### src/ccs_consts.svh
`ifndef CCS_CONSTS_SVH
`define CCS_CONSTS_SVH

// register offsets
`define CCS_ADDR_TERM_TIMER      8'h05
`define CCS_ADDR_INPUT_PROT      8'h06
`define CCS_ADDR_SWITCH_DETECT   8'h07
`define CCS_ADDR_STATUS          8'h08
`define CCS_ADDR_RESET_CTRL      8'h0b

// reset values
`define CCS_RST_TERM_TIMER       8'h9f
`define CCS_RST_INPUT_PROT       8'h66
`define CCS_RST_SWITCH_DETECT    8'h4c

// fields that the host watchdog also restores
`define CCS_WD_MASK_TERM_TIMER   8'hff
`define CCS_WD_MASK_INPUT_PROT   8'h00
`define CCS_WD_MASK_SWITCH_DET   8'hd4

// termination/timer control fields
`define CCS_BIT_TERM_EN          7
`define CCS_BIT_WD_HI            5
`define CCS_BIT_WD_LO            4
`define CCS_BIT_SAFETY_EN        3
`define CCS_BIT_FAST_LIMIT       2
`define CCS_BIT_THERM_SEL        1
`define CCS_BIT_COLD_ISET        0

// input protection fields
`define CCS_BIT_OVP_HI           7
`define CCS_BIT_OVP_LO           6
`define CCS_BIT_BOOST_HI         5
`define CCS_BIT_BOOST_LO         4
`define CCS_BIT_VLIM_HI          3
`define CCS_BIT_VLIM_LO          0

// switch/detect fields
`define CCS_BIT_DETECT_FORCE     7
`define CCS_BIT_SLOWDOWN_EN      6
`define CCS_BIT_SWITCH_DIS       5
`define CCS_BIT_WARM_VSEL        4
`define CCS_BIT_SWITCH_DLY       3
`define CCS_BIT_SWITCH_RST_EN    2
`define CCS_BIT_TRACK_HI         1
`define CCS_BIT_TRACK_LO         0

// reset control
`define CCS_BIT_REG_RESET        7

// times
`define CCS_CLK_HZ               125000000
`define CCS_WD_SHORT_S           8'd40
`define CCS_WD_MID_S             8'd80
`define CCS_WD_LONG_S            8'd160
`define CCS_SWITCH_DLY_S         8'd10

// voltages in mV
`define CCS_VLIM_BASE_MV         14'd3900
`define CCS_VLIM_STEP_MV         14'd100
`define CCS_TRACK_200_MV         14'd200
`define CCS_TRACK_250_MV         14'd250
`define CCS_TRACK_300_MV         14'd300

`endif

### src/ccs_pkg.sv
package ccs_pkg;
	typedef enum logic [1:0] {
		CCS_WD_OFF   = 2'h0,
		CCS_WD_SHORT = 2'h1,
		CCS_WD_MID   = 2'h2,
		CCS_WD_LONG  = 2'h3
	} ccs_wd_period_t;

	// battery switch path, gray along on->wait->off
	typedef enum logic [1:0] {
		CCS_SW_ON   = 2'h0,
		CCS_SW_WAIT = 2'h1,
		CCS_SW_OFF  = 2'h3
	} ccs_sw_state_t;
endpackage

### src/ccs_regs.sv
// How it works
// - bit 7 enables termination, default on
// - watchdog code: off, 40, 80, 160 s
// - watchdog restores only its marked fields
// - one bit enables both safety timers
// - fast-charge limit: 0=5h, 1=10h
// - overvoltage code selects four thresholds
// - voltage limit 3.9V plus 100mV steps
// - detect force starts detection, self-clears
// - slowdown halves safety timer while input limiting, in thermal regulation or in cool zone
// - switch disable bit turns switch off
// - delay select: immediate or 10 s
// - warm zone caps voltage unless bit set
// - switch reset enable bit passed out
// - effective limit is max(reg, vbat+offset) with tracking on, reg alone with tracking off
// - input source status reported read-only
// - charge state reported read-only
// - thermal regulation flag read-only
// - system minimum flag read-only
// - register reset restores defaults, self-clears
`timescale 1ns/100ps
`include "ccs_consts.svh"
module ccs_regs
	import ccs_pkg::*;
#(
	parameter int TICKS_PER_SEC = `CCS_CLK_HZ
) (
	input  wire logic        sys_clk,
	input  wire logic        reset,
	// register port from the serial bus engine
	input  wire logic        reg_wr_en,
	input  wire logic        reg_rd_en,
	input  wire logic [7:0]  reg_addr,
	input  wire logic [7:0]  reg_wdata,
	output logic      [7:0]  reg_rdata,
	output logic             reg_rd_valid,
	// live conditions from the charger core
	input  wire logic        input_power_present,
	input  wire logic        detect_done,
	input  wire logic [2:0]  input_source_status,
	input  wire logic [1:0]  charge_state_status,
	input  wire logic        power_good_flag,
	input  wire logic        thermal_regulation_flag,
	input  wire logic        system_minimum_flag,
	input  wire logic        input_limit_active,
	input  wire logic        cool_zone,
	input  wire logic        warm_zone,
	input  wire logic [12:0] battery_mv,
	// settings to the charger core
	output logic             term_enable,
	output logic             safety_timer_enable,
	output logic             fast_charge_limit_select,
	output logic             thermal_threshold_select,
	output logic             cold_zone_current_select,
	output logic      [1:0]  input_overvoltage_select,
	output logic      [1:0]  boost_voltage_select,
	output logic      [3:0]  input_voltage_limit,
	output logic      [13:0] effective_vin_limit_mv,
	output logic             safety_timer_half_rate,
	output logic             warm_voltage_cap,
	output logic             battery_switch_reset_enable,
	output logic             battery_switch_off,
	output logic             input_detect_start,
	output logic             safety_timer_reset,
	output logic             watchdog_expired
);
	localparam int PW = $clog2(TICKS_PER_SEC + 1);
	// default images, sliced so the direct field outputs reset to agree with the register defaults
	localparam logic [7:0] TT_RST = `CCS_RST_TERM_TIMER;
	localparam logic [7:0] IP_RST = `CCS_RST_INPUT_PROT;
	localparam logic [7:0] SD_RST = `CCS_RST_SWITCH_DETECT;

	generate
		if (TICKS_PER_SEC < 1) begin : g_chk
			$error("ccs_regs: TICKS_PER_SEC must be at least 1");
		end
	endgenerate

	logic [7:0]    term_timer_q;
	logic [7:0]    term_timer_d;
	logic [7:0]    input_prot_q;
	logic [7:0]    input_prot_d;
	logic [7:0]    switch_det_q;
	logic [7:0]    switch_det_d;
	logic [PW-1:0] presc_q;
	logic          sec_tick_q;
	logic          sw_dis_prev_q;
	ccs_sw_state_t sw_state_q;
	ccs_sw_state_t sw_state_d;

	// ---------------- decode ----------------
	wire wr_term   = reg_wr_en && (reg_addr == `CCS_ADDR_TERM_TIMER);
	wire wr_prot   = reg_wr_en && (reg_addr == `CCS_ADDR_INPUT_PROT);
	wire wr_switch = reg_wr_en && (reg_addr == `CCS_ADDR_SWITCH_DETECT);
	wire wr_rstc   = reg_wr_en && (reg_addr == `CCS_ADDR_RESET_CTRL);

	wire reg_reset_req = wr_rstc && reg_wdata[`CCS_BIT_REG_RESET];

	wire wd_expire;

	// ---------------- watchdog ----------------
	// period decode
	wire [1:0] wd_code = term_timer_q[`CCS_BIT_WD_HI:`CCS_BIT_WD_LO];
	wire [7:0] wd_seconds =
		(wd_code == CCS_WD_SHORT) ? `CCS_WD_SHORT_S :
		(wd_code == CCS_WD_MID)   ? `CCS_WD_MID_S   :
		(wd_code == CCS_WD_LONG)  ? `CCS_WD_LONG_S  : 8'h00;
	wire [1:0] wd_code_next = term_timer_d[`CCS_BIT_WD_HI:`CCS_BIT_WD_LO];
	wire [7:0] wd_seconds_next =
		(wd_code_next == CCS_WD_SHORT) ? `CCS_WD_SHORT_S :
		(wd_code_next == CCS_WD_MID)   ? `CCS_WD_MID_S   :
		(wd_code_next == CCS_WD_LONG)  ? `CCS_WD_LONG_S  : 8'h00;

	// any host write restarts the period
	wire wd_kick = reg_wr_en || reg_reset_req || wd_expire;

	ccs_sec_counter #(
		.W (8)
	) u_watchdog (
		.sys_clk  (sys_clk),
		.reset    (reset),
		.load     (wd_kick || (wd_seconds_next != wd_seconds)),
		.load_val (wd_seconds_next),
		.tick     (sec_tick_q),
		.done     (wd_expire)
	);

	// ---------------- register next values ----------------
	// reset sources: register reset hits every field, watchdog only marked ones
	function automatic logic [7:0] restore(
		input logic [7:0] cur,
		input logic [7:0] dflt,
		input logic [7:0] wd_mask,
		input logic       full,
		input logic       wd
	);
		logic [7:0] res;
		res = cur;
		if (full) begin
			res = dflt;
		end else if (wd) begin
			res = (cur & ~wd_mask) | (dflt & wd_mask);
		end
		return res;
	endfunction

	// written straight into the control byte
	always_comb begin
		term_timer_d = term_timer_q;
		if (wr_term) begin
			term_timer_d = reg_wdata;
		end
		term_timer_d = restore(term_timer_d, `CCS_RST_TERM_TIMER, `CCS_WD_MASK_TERM_TIMER,
			reg_reset_req, wd_expire);
	end

	always_comb begin
		input_prot_d = input_prot_q;
		if (wr_prot) begin
			input_prot_d = reg_wdata;
		end
		input_prot_d = restore(input_prot_d, `CCS_RST_INPUT_PROT, `CCS_WD_MASK_INPUT_PROT,
			reg_reset_req, wd_expire);
	end

	// force bit needs input power; hardware clears on done, host set wins
	wire detect_set = wr_switch && reg_wdata[`CCS_BIT_DETECT_FORCE] && input_power_present
		&& !switch_det_q[`CCS_BIT_DETECT_FORCE];

	always_comb begin
		switch_det_d = switch_det_q;
		if (detect_done) begin
			switch_det_d[`CCS_BIT_DETECT_FORCE] = 1'b0;
		end
		if (wr_switch) begin
			switch_det_d[6:0] = reg_wdata[6:0];
			if (reg_wdata[`CCS_BIT_DETECT_FORCE] && input_power_present) begin
				switch_det_d[`CCS_BIT_DETECT_FORCE] = 1'b1;
			end
		end
		switch_det_d = restore(switch_det_d, `CCS_RST_SWITCH_DETECT, `CCS_WD_MASK_SWITCH_DET,
			reg_reset_req, wd_expire);
	end

	always_ff @(posedge sys_clk) begin
		if (reset) begin
			term_timer_q <= `CCS_RST_TERM_TIMER;
			input_prot_q <= `CCS_RST_INPUT_PROT;
			switch_det_q <= `CCS_RST_SWITCH_DETECT;
		end else begin
			term_timer_q <= term_timer_d;
			input_prot_q <= input_prot_d;
			switch_det_q <= switch_det_d;
		end
	end

	// ---------------- one-second enable ----------------
	always_ff @(posedge sys_clk) begin
		if (reset) begin
			presc_q    <= '0;
			sec_tick_q <= 1'b0;
		end else if (presc_q == PW'(TICKS_PER_SEC - 1)) begin
			presc_q    <= '0;
			sec_tick_q <= 1'b1;
		end else begin
			presc_q    <= presc_q + 1'b1;
			sec_tick_q <= 1'b0;
		end
	end

	// ---------------- battery switch ----------------
	wire sw_dis     = switch_det_q[`CCS_BIT_SWITCH_DIS];
	wire sw_dly_sel = switch_det_q[`CCS_BIT_SWITCH_DLY];
	wire sw_dis_rise = sw_dis && !sw_dis_prev_q;
	wire sw_delay_done;

	// delay restarts on every fresh disable
	ccs_sec_counter #(
		.W (8)
	) u_switch_delay (
		.sys_clk  (sys_clk),
		.reset    (reset),
		.load     (sw_dis_rise || !sw_dis),
		.load_val (sw_dis ? `CCS_SWITCH_DLY_S : 8'h00),
		.tick     (sec_tick_q),
		.done     (sw_delay_done)
	);

	// disable turns off, clear allows on again
	always_comb begin
		sw_state_d = sw_state_q;
		case (sw_state_q)
			CCS_SW_ON: begin
				// immediate when delay select is 0
				if (sw_dis_rise) begin
					sw_state_d = sw_dly_sel ? CCS_SW_WAIT : CCS_SW_OFF;
				end
			end
			CCS_SW_WAIT: begin
				if (!sw_dis) begin
					sw_state_d = CCS_SW_ON;
				end else if (sw_delay_done) begin
					sw_state_d = CCS_SW_OFF;
				end
			end
			CCS_SW_OFF: begin
				if (!sw_dis) begin
					sw_state_d = CCS_SW_ON;
				end
			end
			default: begin
				sw_state_d = CCS_SW_ON;
			end
		endcase
	end

	always_ff @(posedge sys_clk) begin
		if (reset) begin
			sw_state_q    <= CCS_SW_ON;
			sw_dis_prev_q <= 1'b0;
		end else begin
			sw_state_q    <= sw_state_d;
			sw_dis_prev_q <= sw_dis;
		end
	end

	// ---------------- input voltage limit ----------------
	// threshold in mV
	wire [3:0]  vlim_code = input_prot_q[`CCS_BIT_VLIM_HI:`CCS_BIT_VLIM_LO];
	wire [13:0] vlim_reg_mv = 14'(`CCS_VLIM_BASE_MV + 14'(vlim_code) * `CCS_VLIM_STEP_MV);

	// tracking offset and larger of the two
	wire [1:0]  track_code = switch_det_q[`CCS_BIT_TRACK_HI:`CCS_BIT_TRACK_LO];
	wire [13:0] track_off_mv =
		(track_code == 2'h1) ? `CCS_TRACK_200_MV :
		(track_code == 2'h2) ? `CCS_TRACK_250_MV :
		(track_code == 2'h3) ? `CCS_TRACK_300_MV : 14'h0000;
	wire [13:0] track_mv = 14'({1'b0, battery_mv} + track_off_mv);
	wire        track_on = (track_code != 2'h0);
	wire [13:0] vlim_eff_mv = (track_on && (track_mv > vlim_reg_mv)) ? track_mv : vlim_reg_mv;

	// ---------------- status and read path ----------------
	// live status, nothing stored
	wire [7:0] status_byte = {input_source_status, charge_state_status, power_good_flag,
		thermal_regulation_flag, system_minimum_flag};

	// status has no write decode; reading it changes nothing
	wire [7:0] rd_mux =
		(reg_addr == `CCS_ADDR_TERM_TIMER)    ? term_timer_q :
		(reg_addr == `CCS_ADDR_INPUT_PROT)    ? input_prot_q :
		(reg_addr == `CCS_ADDR_SWITCH_DETECT) ? switch_det_q :
		(reg_addr == `CCS_ADDR_STATUS)        ? status_byte  : 8'h00;

	always_ff @(posedge sys_clk) begin
		if (reset) begin
			reg_rdata    <= 8'h00;
			reg_rd_valid <= 1'b0;
		end else begin
			reg_rd_valid <= reg_rd_en;
			if (reg_rd_en) begin
				reg_rdata <= rd_mux;
			end
		end
	end

	// ---------------- registered outputs ----------------
	always_ff @(posedge sys_clk) begin
		if (reset) begin
			term_enable                 <= TT_RST[`CCS_BIT_TERM_EN];
			safety_timer_enable         <= TT_RST[`CCS_BIT_SAFETY_EN];
			fast_charge_limit_select    <= TT_RST[`CCS_BIT_FAST_LIMIT];
			thermal_threshold_select    <= TT_RST[`CCS_BIT_THERM_SEL];
			cold_zone_current_select    <= TT_RST[`CCS_BIT_COLD_ISET];
			input_overvoltage_select    <= IP_RST[`CCS_BIT_OVP_HI:`CCS_BIT_OVP_LO];
			boost_voltage_select        <= IP_RST[`CCS_BIT_BOOST_HI:`CCS_BIT_BOOST_LO];
			input_voltage_limit         <= IP_RST[`CCS_BIT_VLIM_HI:`CCS_BIT_VLIM_LO];
			effective_vin_limit_mv      <= 14'h0000;
			safety_timer_half_rate      <= 1'b0;
			warm_voltage_cap            <= 1'b0;
			battery_switch_reset_enable <= SD_RST[`CCS_BIT_SWITCH_RST_EN];
			battery_switch_off          <= 1'b0;
			input_detect_start          <= 1'b0;
			safety_timer_reset          <= 1'b0;
			watchdog_expired            <= 1'b0;
		end else begin
			term_enable <= term_timer_q[`CCS_BIT_TERM_EN];
			safety_timer_enable <= term_timer_q[`CCS_BIT_SAFETY_EN];
			fast_charge_limit_select <= term_timer_q[`CCS_BIT_FAST_LIMIT];
			thermal_threshold_select <= term_timer_q[`CCS_BIT_THERM_SEL];
			cold_zone_current_select <= term_timer_q[`CCS_BIT_COLD_ISET];
			input_overvoltage_select <= input_prot_q[`CCS_BIT_OVP_HI:`CCS_BIT_OVP_LO];
			boost_voltage_select <= input_prot_q[`CCS_BIT_BOOST_HI:`CCS_BIT_BOOST_LO];
			input_voltage_limit <= vlim_code;
			effective_vin_limit_mv <= vlim_eff_mv;
			safety_timer_half_rate <= switch_det_q[`CCS_BIT_SLOWDOWN_EN]
				&& (input_limit_active || cool_zone || thermal_regulation_flag);
			warm_voltage_cap <= warm_zone && !switch_det_q[`CCS_BIT_WARM_VSEL];
			battery_switch_reset_enable <= switch_det_q[`CCS_BIT_SWITCH_RST_EN];
			battery_switch_off <= (sw_state_d == CCS_SW_OFF);
			input_detect_start <= detect_set;
			// safety timer restarts with register reset
			safety_timer_reset <= reg_reset_req;
			watchdog_expired <= wd_expire;
		end
	end
endmodule

### src/ccs_sec_counter.sv
`timescale 1ns/100ps
module ccs_sec_counter #(
	parameter int W = 8
) (
	input  wire logic         sys_clk,
	input  wire logic         reset,
	input  wire logic         load,
	input  wire logic [W-1:0] load_val,
	input  wire logic         tick,
	output logic              done
);
	logic [W-1:0] cnt_q;
	logic         run_q;

	generate
		if (W < 2) begin : g_chk
			$error("ccs_sec_counter: W too small");
		end
	endgenerate

	// a zero load stops the counter without a done pulse
	always_ff @(posedge sys_clk) begin
		if (reset) begin
			cnt_q <= '0;
			run_q <= 1'b0;
			done  <= 1'b0;
		end else begin
			done <= 1'b0;
			if (load) begin
				cnt_q <= load_val;
				run_q <= (load_val != '0);
			end else if (run_q && tick) begin
				cnt_q <= cnt_q - 1'b1;
				if (cnt_q == {{(W-1){1'b0}}, 1'b1}) begin
					run_q <= 1'b0;
					done  <= 1'b1;
				end
			end
		end
	end
endmodule

### config.mk
export PLATFORM = sky130hd
export DESIGN_NAME = ccs_regs
export DESIGN_NICKNAME = d
export VERILOG_FILES = /design/src/ccs_pkg.sv /design/src/ccs_regs.sv /design/src/ccs_sec_counter.sv
export VERILOG_INCLUDE_DIRS = /design/src /design/src/src
export SDC_FILE = /design/constraint.sdc
export NUM_CORES = 1
export LEC_CHECK = 0
export ABC_AREA = 1
export BUFFER_PORTS_ARGS = -buffer_cell sky130_fd_sc_hd__buf_2
export CAP_MARGIN = 20
export CORE_UTILIZATION = 63
export DETAILED_ROUTE_END_ITERATION = 12
export GPL_ROUTABILITY_DRIVEN = 0
export PLACE_DENSITY = 0.95
export SYNTH_ARGS = -nofsm -noshare
export SYNTH_HDL_FRONTEND = slang
export SYNTH_HIERARCHICAL = 1
export SYNTH_SLANG_ARGS = --single-unit
### constraint.sdc
create_clock -name sys_clk -period 7.39 [get_ports sys_clk]
set_clock_uncertainty 0.2 [all_clocks]
set_input_delay 0.3695 -clock sys_clk [delete_from_list [all_inputs] [get_ports sys_clk]]
set_output_delay 0.3695 -clock sys_clk [all_outputs]
set_load 0.05 [all_outputs]
### Yosys cells after proc, flatten, opt, wreduce, memory -nomap -nowiden

Cells that the tools add are included.
W data, S select, Z words.

| storage, ports and cells | value |
|---|---|
| flip-flop bits (word level) | 118 |
| output and inout port bits | 43 |
| word-level logic and storage cells | 144 |
| bits of input ports | 46 |

| operators by class | value |
|---|---|
| muxes and demuxes | 40 |
| reductions and logical operators | 40 |
| bitwise gates (word level) | 2 |
| add/subtract/negate cells | 5 |
| eq/ne operators | 21 |
| magnitude comparators | 1 |
| multipliers | 1 |

Operators with widths:

| kind | number |
|---|---|
| $mux W8 | 15 |
| $add A27 B1 Y27 const B | 1 |
| $eq A27 B27 Y1 const B | 1 |
| $mux W9 | 3 |
| $eq A8 B3 Y1 const B | 3 |
| $mux W6 | 3 |
| $eq A2 B2 Y1 const B | 8 |
| $eq A8 B1 Y1 const B | 2 |
| $eq A8 B4 Y1 const B | 2 |
| $reduce_bool A8 Y1 | 2 |
| $sub A8 B1 Y8 const B | 2 |
| $logic_and A1 B1 Y1 | 15 |
| $add A13 B9 Y14 | 1 |
| $gt A14 B13 Y1 | 1 |
| $mux W14 | 1 |
| $add A12 B11 Y13 const A | 1 |
| $mux W1 | 11 |
| $mux W2 | 5 |
| $reduce_bool A2 Y1 | 5 |
| $mul A4 B5 Y9 const B | 1 |
| $reduce_or A3 Y1 | 3 |
| $eq A2 B1 Y1 const B | 4 |
| $ne A8 B8 Y1 | 1 |
| $logic_or A1 B1 Y1 | 6 |
| 7 further kinds | 13 |

### Depth between registers and ports, before layout

Gate-level depths: netlist of run 1.

| depth | value |
|---|---|
| word-level depth | 13 |
| gate-level depth with buffers | 24 |
| depth with buffers taken out | 23 |

### Modules after synthesis

Netlist of run 1, hierarchy kept.

By module, submodules not included:

| module | instances | cells each | sequential area each (um^2) | area each (um^2) |
|---|---|---|---|---|
| ccs_regs | 1 | 737 | 1,961.9 | 5,410.2 |
| ccs_sec_counter | 2 | 102 | 200.2 | 658.1 |

### Worst setup path before layout of run 1

OpenSTA, ideal clock, no wires.

| timing path | value |
|---|---|
| path kind | register to register |
| from | register input_prot_q[0] |
| to | register effective_vin_limit_mv[8] |
| path buffers | 1 |
| arrival | 3,167 ps |
| required time | 7,080 ps |
| period minus slack after synthesis | 3,477 ps |
| library setup time | 110 ps |
| path slack | 3,913 ps |
| cell stages (with the launch flop) | 20 |
| cell sequence | dfxtp_1 -> inv_1 -> ha_1 -> ha_1 -> fa_1 -> xnor2_1 -> nand2_1 -> xnor2_1 -> ha_1 -> nand2_1 -> nor2_1 -> a211oi_1 -> nor2_1 -> nor2_2 -> nand2_2 -> nand3_4 -> buf_6 -> nand2_1 -> inv_1 -> nor2_2 |

| between the ends | value |
|---|---|
| word-level cells in the longest chain between the ends | 5 |

RTL lines:

| what | line | RTL |
|---|---|---|
| from (decl) | ccs_regs.sv:81 | `logic [7:0] input_prot_q;` |
| from (signal assigned) | ccs_regs.sv:188 | `` input_prot_q <= `CCS_RST_INPUT_PROT; `` |
| from (signal assigned) | ccs_regs.sv:192 | `input_prot_q <= input_prot_d;` |
| $mul A4 B5 Y9 (no line) (*) | -- |  |
| $add A12 B11 Y13 (no line) (*) | -- |  |
| $gt A14 B13 Y1 | ccs_regs.sv:280 | `wire [13:0] vlim_eff_mv = (track_on && (track_mv > vlim_reg_mv)) ? track_mv : vlim_reg_mv;` |
| $logic_and A1 B1 Y1 | ccs_regs.sv:280 |  |
| $mux W14 (*) | ccs_regs.sv:280 |  |
| to (signal assigned) | ccs_regs.sv:334 | `effective_vin_limit_mv <= vlim_eff_mv;` |
| to (decl) | ccs_regs.sv:58 | `output logic [13:0] effective_vin_limit_mv,` |

Every way passes the cells marked *; elsewhere a longest branch is shown, timed or not.
A chain may end at the register's enable or synchronous reset.

### Worst setup path after layout of run 1

| timing path | value |
|---|---|
| from | register input_prot_q[0] |
| to | register effective_vin_limit_mv[4] |

The elaborated chain is that of the path after synthesis.

==> results of run 1 <==
## cells by family (layout without fill, tap and decap cells)
group	after synthesis	count (layout)	synth area share, %
buffers and inverters	179	304	10.7
DFF	118	118	35.1
and+or+nand+nor	445	445	31.7
adders and majority gates	42	42	8.04
xor gates and xnor gates	24	24	3.12
other	1	14	0.0558
AOI/OAI and AO/OA	132	132	11.3
## sequential cells by signal (all words and copies together), names as in the netlist, 4 cells and up
signal                  count
switch_det_q                8
presc_q                    27
u_switch_delay/cnt_q        8
term_timer_q                8
reg_rdata                   8
effective_vin_limit_mv     14
input_prot_q                8
input_voltage_limit         4
u_watchdog/cnt_q            8
## final cells by class
cell class / count / area share [%]
inverters: 163 / 7.67
multi-input cells: 657 / 45.7
repair buffers: 109 / 8.03
flip-flops and latches: 118 / 29.3
well taps: 136 / 2.11
clock buffers: 19 / 5.35
clock inverters: 13 / 1.86
## worst paths after layout
kind | cells past startpoint | slack [ps] | end
worst min register to register | 2 | 260 | input_overvoltage_select[1]
worst min-delay path | 5 | 40 | reg_rdata[3]
worst max register to register | 18 | 3260 | effective_vin_limit_mv[4]
worst max-delay path | 18 | 3260 | effective_vin_limit_mv[4]
## tightest hold or removal path, stage by stage
cell and delay [ps]:
buf_2 110, nand2_1 50, nand3_1 80, a211oi_1 50
nor2_1 70
## repair_timing
action                                 4_1_cts  5_1_grt
endpoints found under the hold margin       30        0
hold buffers                                20        0
resized for setup                            0        0
## power by group
group          total (W)  internal, W  switching [W]
Sequential      0.000655     0.000646     0.00000845
Clock           0.000806     0.000493       0.000314
Combinational   0.000132    0.0000451      0.0000868
Total            0.00159      0.00118       0.000409
## per-stage QoR
stage                     hold slack, ps  cells  power, W  instance area [sq um]
after CTS                           18.6   1215   0.00159                   8070
after detailed placement             236   1163  0.000786                   7290
after floorplan                      211    954  0.000749                   6780
final                               35.6   1215   0.00159                   8070
after global routing                71.6   1215   0.00164                   8070
after global placement               233   1163  0.000782                   7290
## cells in the final DEF (no fill, tap or decap), types with 3 or more instances in the layout
cell type,netlist,final
nand2_1,195,195
inv_1,154,154
dfxtp_1,118,118
nor2_1,89,89
buf_2,3,88
a21oi_1,52,52
nand3_1,48,48
ha_1,40,40
o21ai_0,29,29
nand4_1,28,28
nor3_1,25,25
dlygate4sd3_1,0,20
xor2_1,16,16
clkbuf_16,0,16
o21ai_1,14,14
conb_1,1,14
nand2_2,13,13
nor2_2,11,11
xnor2_1,8,8
or2_2,8,8
o211ai_1,7,7
a31oi_1,6,6
a211oi_1,6,6
clkinv_4,0,6
nor4_1,5,5
nor2_4,4,4
o2111ai_1,4,4
o22ai_1,4,4
nand3_2,3,3
inv_2,3,3
nor4_4,3,3
nor3b_1,3,3
clkinv_2,2,3
## per-layer routing
metal	track usage [%]	wire length, microns	up-vias
met2	58.8	8890	397
met5	0	0	-
met3	8.72	1600	76
li1	-	-	3287
met1	37.5	6990	3199
met4	18.0	679	0
==> results_dict.tcl, run 1 <==
set metrics [dict create \
    outcome "finished, final reports clean" \
    core-area_sq_um 10300 \
    startpoint "input_prot_q[0]" \
    synth.top_cell.area_share_pct 35.1 \
    place_hpwl_mm 11.9 \
    portBuffers 88 \
    areaGrowthSynthToFinish_pct 20.0 \
    synth_edf_count 0 \
    clk_latency_ps 530 \
    hp-class "primary input to register" \
    row_count 37 \
    grt_antenna_before_repair 0 \
    hold_viol 0 \
    crit_top_cell "nand2_1" \
    die_y_microns 105 \
    synthCells 941 \
    yosys.area.top_type "dfxtp_1" \
    htreeDepth 4 \
    finalWorstSetupSlack_ps 3260 \
    criticalPathCategory "register to register" \
    finalSetupViolCount 0 \
    slowest_delay_ps 440 \
    multi_input_area_sq_um 3690 \
    rsz0062_at_grt "false" \
    final_util_pct 78.2 \
    critPathBufInv 3 \
    cp.arrival_ps 4350 \
    cts_setup_buffers 0 \
    design.die.area_sq_um 11100 \
    end_kind "register" \
    required_ps 7610 \
    ys_warn_count 6 \
    worst_setup_path_start_kind "register" \
    max-clock-path-buffers 2 \
    cp_slowest_cell "dfxtp_1" \
    cts_tree "done" \
    crit_chain "inv_1 > ha_1 > ha_1 > fa_1 > xnor2_1 > nand2_1 > nor2_1 > nand2_1 > nand2_1 > inv_1 > ha_1 > nand2_1 > nor3_1 > nand2_1 > nand3_4 > nand2_1 > inv_1 > nor2_1" \
    start_util_pct 65.2 \
    finalCriticalPeriod_ps 4130 \
    grt.total_usage_pct 33.7 \
    drive_above_1_share_pct 16.9 \
    seq_area_sq_um 2360 \
    crit_path_max_fanout 14 \
    worstHoldStart "charge_state_status[0]" \
    post_drt_wl_per_cell_microns 14.9 \
    tightest_slew_ps 962 \
    finalWirelength_mm 18.2 \
    period_share_pct 55.9 \
    cp_top_family "simple AND/OR/NAND/NOR gates" \
    power.density_nw_per_um2 197 \
    synth_common_cells "nand2_1, inv_1, dfxtp_1, nor2_1, a21oi_1" \
    postRouteAntennaNets 0 \
    synthArstFlopShare_pct 0 \
    avgSynthCellArea_sq_um 7.15 \
    drt-initial-drc-count 559 \
    cap_violations 0 \
    grt_pass1_vias 6778 \
    synth.distinct_cells 53 \
    synth_top_flop_cell "dfxtp_1" \
    finalMaxSlewViolations 0 \
    ys_ff_latch 118 \
    diodes 0 \
    p_leak_nw 3.93 \
    post_drt_via_cell_ratio 5.73 \
    ios 89 \
    cts_sinks 118 \
    drc_errors 0 \
    die_width_microns 105 \
    tns_ps 0 \
    final_nets 1154 \
    rr_startpoint "input_prot_q[0]" \
    max_clock_freq_ghz 0.242 \
    overflow 0 \
    grt_max_degree 40 \
    max-slew-margin-rel_pct 35.8 \
    dr.pass1.iters 5 \
    netlist_area_sq_um 6730 \
    cts_buffers 17 \
    synth-seq-area-share_pct 35.1 \
    vias 6959 \
    grt_pass1_wl_mm 29.9 \
    clk_pin_slew_ps 60 \
    yosysMostFrequentCell "nand2_1" \
    fillers 643 \
    cts-root-buf "clkbuf_8" \
    dpl_worst_slack_ps 3450 \
    synth.area.top_cells "dfxtp_1, nand2_1, inv_1, ha_1, nor2_1" \
    ir_worst_vdd_v 0.000177 \
]
(Power assumes the default switching activity.)
==> inputs of run 2 (changes only) <==
--- a/config.mk
+++ b/config.mk
@@ -9,10 +9,10 @@
 export ABC_AREA = 1
 export BUFFER_PORTS_ARGS = -buffer_cell sky130_fd_sc_hd__buf_2
 export CAP_MARGIN = 20
-export CORE_UTILIZATION = 63
+export CORE_UTILIZATION = 53
 export DETAILED_ROUTE_END_ITERATION = 12
 export GPL_ROUTABILITY_DRIVEN = 0
-export PLACE_DENSITY = 0.95
+export PLACE_DENSITY = 0.88
 export SYNTH_ARGS = -nofsm -noshare
 export SYNTH_HDL_FRONTEND = slang
 export SYNTH_HIERARCHICAL = 1
==> constraint.sdc (replaced) <==
create_clock -name sys_clk -period 3.8 [get_ports sys_clk]
set_clock_uncertainty 0.2 [all_clocks]
set_input_delay 0.19 -clock sys_clk [delete_from_list [all_inputs] [get_ports sys_clk]]
set_output_delay 0.19 -clock sys_clk [all_outputs]
set_load 0.05 [all_outputs]
==> results_dict.tcl, run 2 (synthesized netlist as in run 1, its figures left out) <==
set metrics [dict create \
    cts-root-buf "clkbuf_16" \
    criticalPathCategory "register to register" \
    final_cell_mix "nand2_1, inv_1, dfxtp_1, nor2_1, buf_2" \
    tightest_slew_ps 775 \
    cts_tree "done" \
    drive_above_1_share_pct 19.6 \
    ios 89 \
    max-slew-margin-rel_pct 48.2 \
    final_util_pct 69.0 \
    grt_antenna_before_repair 0 \
    outcome "finished, violations left" \
    hold_viol 0 \
    p_leak_nw 4.01 \
    hp-class "primary input to register" \
    start_util_pct 55.1 \
    postRouteAntennaNets 0 \
    core-area_sq_um 12200 \
    max-clock-path-buffers 2 \
    required_ps 3950 \
    finalWorstSetupSlack_ps -52.7 \
    end_kind "register" \
    cts_buffers 17 \
    crit_path_max_fanout 8 \
    p_total_w 0.00312 \
    violations "setup timing" \
    fillers 989 \
    reg_top3 "presc_q: 27 flops, effective_vin_limit_mv: 14 flops" \
    hold_slack_ps 67.2 \
    largest_reg_flops 27 \
    finalMaxSlewViolations 0 \
    drt-initial-drc-count 594 \
    power.density_nw_per_um2 371 \
    diodes 0 \
    grt_pass1_vias 6608 \
    drc_errors 0 \
    period_share_pct 101 \
    grt.total_usage_pct 28.9 \
    tns_ps -393 \
    overflow 0 \
    finalWirelength_mm 18.5 \
    clk_latency_ps 420 \
    grt_pass1_wl_mm 29.8 \
    finalSetupViolCount 12 \
    max_clock_freq_ghz 0.260 \
    final_nets 1177 \
    die_y_microns 115 \
    ir_worst_vdd_v 0.000330 \
    cts_sinks 118 \
    design.die.area_sq_um 13100 \
    regMostFlops "presc_q" \
    post_drt_wl_per_cell_microns 14.6 \
    finalCriticalPeriod_ps 3850 \
    final_common_cell "nand2_1" \
    worst_setup_path_start_kind "register" \
    vias 6850 \
    portBuffers 88 \
    dr.pass1.iters 5 \
    grt_max_degree 38 \
    place_hpwl_mm 12.4 \
    areaGrowthSynthToFinish_pct 25.3 \
    die_width_microns 115 \
    clk_pin_slew_ps 60 \
    row_count 40 \
    post_drt_via_cell_ratio 5.39 \
    cp.arrival_ps 4000 \
    htreeDepth 4 \
    cap_violations 0 \
]
-- run 2: final cells by class --
class / count / area, sq um / share of cell area (%)
Multi-Input combinational cell: 658 / 3810 / 45.2
Sequential cell: 118 / 2360 / 28.1
Timing Repair Buffer: 131 / 842 / 9.99
Inverter: 163 / 622 / 7.38
Clock buffer: 17 / 425 / 5.05
Tap cell: 168 / 210 / 2.49
Clock inverter: 15 / 156 / 1.86
-- run 2: final timing paths --
path	slack, ps	endpoint	startpoint	cells after the start
setup / recovery	-50	effective_vin_limit_mv[8]	switch_det_q[0]	20
hold / removal	70	effective_vin_limit_mv[12]	battery_mv[12]	6
setup reg to reg	-50	effective_vin_limit_mv[8]	switch_det_q[0]	20
hold reg to reg	270	presc_q[0]	presc_q[0]	1
-- run 2: what timing repair did --
action,in CTS,in global routing
endpoints found under the hold margin,36,0
resized for setup,6,19
buffers inserted,0,6
gates cloned,1,0
pin swaps,2,9
hold buffers,30,0
endpoints found under the setup margin,14,14
-- run 2: where the power goes --
part           internal, W  switching [W]  leakage [nW]  total (W)
clock             0.000965       0.000605         0.272    0.00157
sequential         0.00126      0.0000162         0.959    0.00127
combinational     0.000103       0.000178          2.78   0.000281
-- run 2: per-stage QoR --
step,cell area [sq um],worst slack (ps),instances
global route,8430,-246,1270
global placement,7380,126,1201
finish,8430,-52.7,1270
floorplan,6780,323,954
detailed placement,7380,-114,1201
CTS,8300,61.9,1264
-- run 2: layer usage --
metal	up-vias	part of all wire [%]	GRT usage, %
met5	-	0	0
met4	0	3.2	14.4
met3	66	7.7	6.09
met2	348	48	50.0
met1	3117	41	33.8
li1	3319	-	-
-- run 2: worst max-delay path: stages, from the launching register on --
cell,delay [ps]
dfxtp_1,330
inv_1,70
ha_1,220
ha_1,230
fa_1,410
nand3_1,100
nand2_2,100
a31oi_1,190
xor2_1,210
inv_1,80
ha_1,340
a21oi_1,220
nor2_1,90
a211oi_2,220
nor2_1,110
nor2_2,150
nand2_4,130
buf_6,160
nand4_1,60
nand2_1,90
nor2_2,90
==> inputs of run 3 (changes only) <==
==> constraint.sdc (replaced) <==
create_clock -name sys_clk -period 3.8 [get_ports sys_clk]
set_clock_uncertainty 0.2 [all_clocks]
set_input_delay 0 -clock sys_clk [delete_from_list [all_inputs] [get_ports sys_clk]]
set_output_delay 0 -clock sys_clk [all_outputs]
set_load 0.05 [all_outputs]
==> results_dict.tcl, run 3 (synthesized netlist as in run 1, its figures left out) <==
set metrics [dict create \
    outcome "finished, violations left" \
    violations "setup timing" \
    drc_errors 0 \
    cap_violations 0 \
    grt_antenna_before_repair 0 \
    cp.arrival_ps 4110 \
    start_util_pct 55.1 \
    drive_above_1_share_pct 19.0 \
    clk_pin_slew_ps 60 \
    post_drt_via_cell_ratio 5.54 \
    drt-initial-drc-count 609 \
    tns_ps -1970 \
    diodes 0 \
    finalWirelength_mm 20.0 \
    final_common_cell "nand2_1" \
    worst_setup_path_start_kind "register" \
    pwr-share-seq_pct 40.5 \
    combPwrFrac_pct 9.5 \
    post_drt_wl_per_cell_microns 15.4 \
    reg_top3 "presc_q: 27 flops, effective_vin_limit_mv: 14 flops" \
    final_nets 1203 \
    criticalPathCategory "register to register" \
    ir_worst_vdd_v 0.000311 \
    finalSetupViolCount 14 \
    vias 7177 \
    final_cell_mix "nand2_1, inv_1, dfxtp_1, buf_2, nor2_1" \
    tightest_slew_ps 864 \
    max-slew-margin-rel_pct 42.2 \
    dpl_cell_area_sq_um 7380 \
    power.density_nw_per_um2 363 \
    p_sw_w 0.000764 \
    grt_pass1_vias 6920 \
    hp-class "primary input to register" \
    postRouteAntennaNets 0 \
    hold_slack_ps 69.2 \
    end_kind "register" \
    cts-root-buf "clkbuf_16" \
    period_share_pct 105 \
    htreeDepth 4 \
    regMostFlops "presc_q" \
    portBuffers 88 \
    dpl_worst_slack_ps -119 \
    largest_reg_flops 27 \
    hold_viol 0 \
    required_ps 3920 \
    areaGrowthSynthToFinish_pct 28.8 \
    cts_tree "done" \
    clk_latency_ps 430 \
    p_leak_nw 4.13 \
    ios 89 \
    place_hpwl_mm 12.4 \
    max-clock-path-buffers 2 \
    overflow 0 \
    sw_frac_of_total_pct 24.3 \
    dr.pass1.iters 6 \
    finalWorstSetupSlack_ps -191 \
    design.die.area_sq_um 13100 \
    max_clock_freq_ghz 0.251 \
    finalMaxSlewViolations 0 \
    die_y_microns 115 \
    grt_pass1_wl_mm 30.8 \
    power.clock.fraction_pct 50.0 \
    core-area_sq_um 12200 \
    grt.total_usage_pct 30.0 \
    grt_max_degree 28 \
    cts_buffers 17 \
    finalInstanceArea_sq_um 8660 \
    p_int_w 0.00238 \
    die_width_microns 115 \
    row_count 40 \
    finalCriticalPeriod_ps 3990 \
    cts_sinks 118 \
    crit_path_max_fanout 7 \
]
[run 3: cell types whose count changed in the layout (fill, tap and decap cells not counted), sizes merged]
cell         before  now
buf             101  102
clkbuf           17   23
clkinv           10    8
clkinvlp          5    2
dlygate4sd3      30   54
inv             161  159
nand2           209  210
[run 3: final timing paths]
check	startpoint	endpoint	slack, ps	depth (start not counted)
worst max-delay path	switch_det_q[0]	effective_vin_limit_mv[7]	-190	20
worst min-delay path	reg_addr[3]	reg_rdata[4]	70	8
worst max register to register	switch_det_q[0]	effective_vin_limit_mv[7]	-190	20
worst min register to register	input_prot_q[5]	boost_voltage_select[1]	270	2
[run 3: worst max-delay path, stage by stage, from the launching register on]
cell      delay [ps]
dfxtp_1          330
inv_1             70
ha_1             220
ha_2             210
fa_2             360
nand3_1          110
nand2_2          130
a31oi_2          260
xor2_1           230
inv_1             70
ha_1             320
a21oi_1          160
nor2_1            90
a211oi_1         310
nor2_1           110
nor2_2           220
nand2_4          120
nand3_4          160
nand2_1           90
inv_1             80
nor2_1            40
[run 3: per-stage QoR]
step           total power, W  utilization (%)  std cells
3_3_place_gp          0.00152             60.4       1201
2_1_floorplan         0.00146                -        954
4_1_cts               0.00312             69.9       1287
3_5_place_dp          0.00153             60.4       1201
6_report              0.00314             70.9       1295
5_1_grt               0.00323             70.9       1295
[run 3: cell type report]
type                    count  area (sq um)
multi-input cells         659          3800
flip-flops and latches    118          2360
well taps                 168           210
clock inverters             8          98.8
inverters                 163           619
fillers                   935          3550
repair buffers            156          1090
clock buffers              23           478
[run 3: timing repair]
action	CTS	global route
endpoints found under the setup margin	14	14
hold buffers	54	0
endpoints found under the hold margin	58	0
gates cloned	1	1
pin swaps	2	6
setup buffers	0	7
resized for setup	6	18
[run 3: power groups by stage]
stage / Clock, W / Combinational [W] / Sequential, W
3_5_place_dp: 0 / 0.000231 / 0.00130
5_1_grt: 0.00163 / 0.000321 / 0.00128
2_1_floorplan: 0 / 0.000135 / 0.00132
4_1_cts: 0.00158 / 0.000270 / 0.00127
6_report: 0.00157 / 0.000298 / 0.00127
3_3_place_gp: 0 / 0.000226 / 0.00130
[run 3: layer usage]
layer  global-route usage [%]  vias up  part of all wire [%]
met3                     6.88      106                   8.1
met1                     33.7     3284                    38
met5                        0        -                     0
met4                     15.6        0                   4.6
li1                         -     3377                     -
met2                     53.0      410                    49
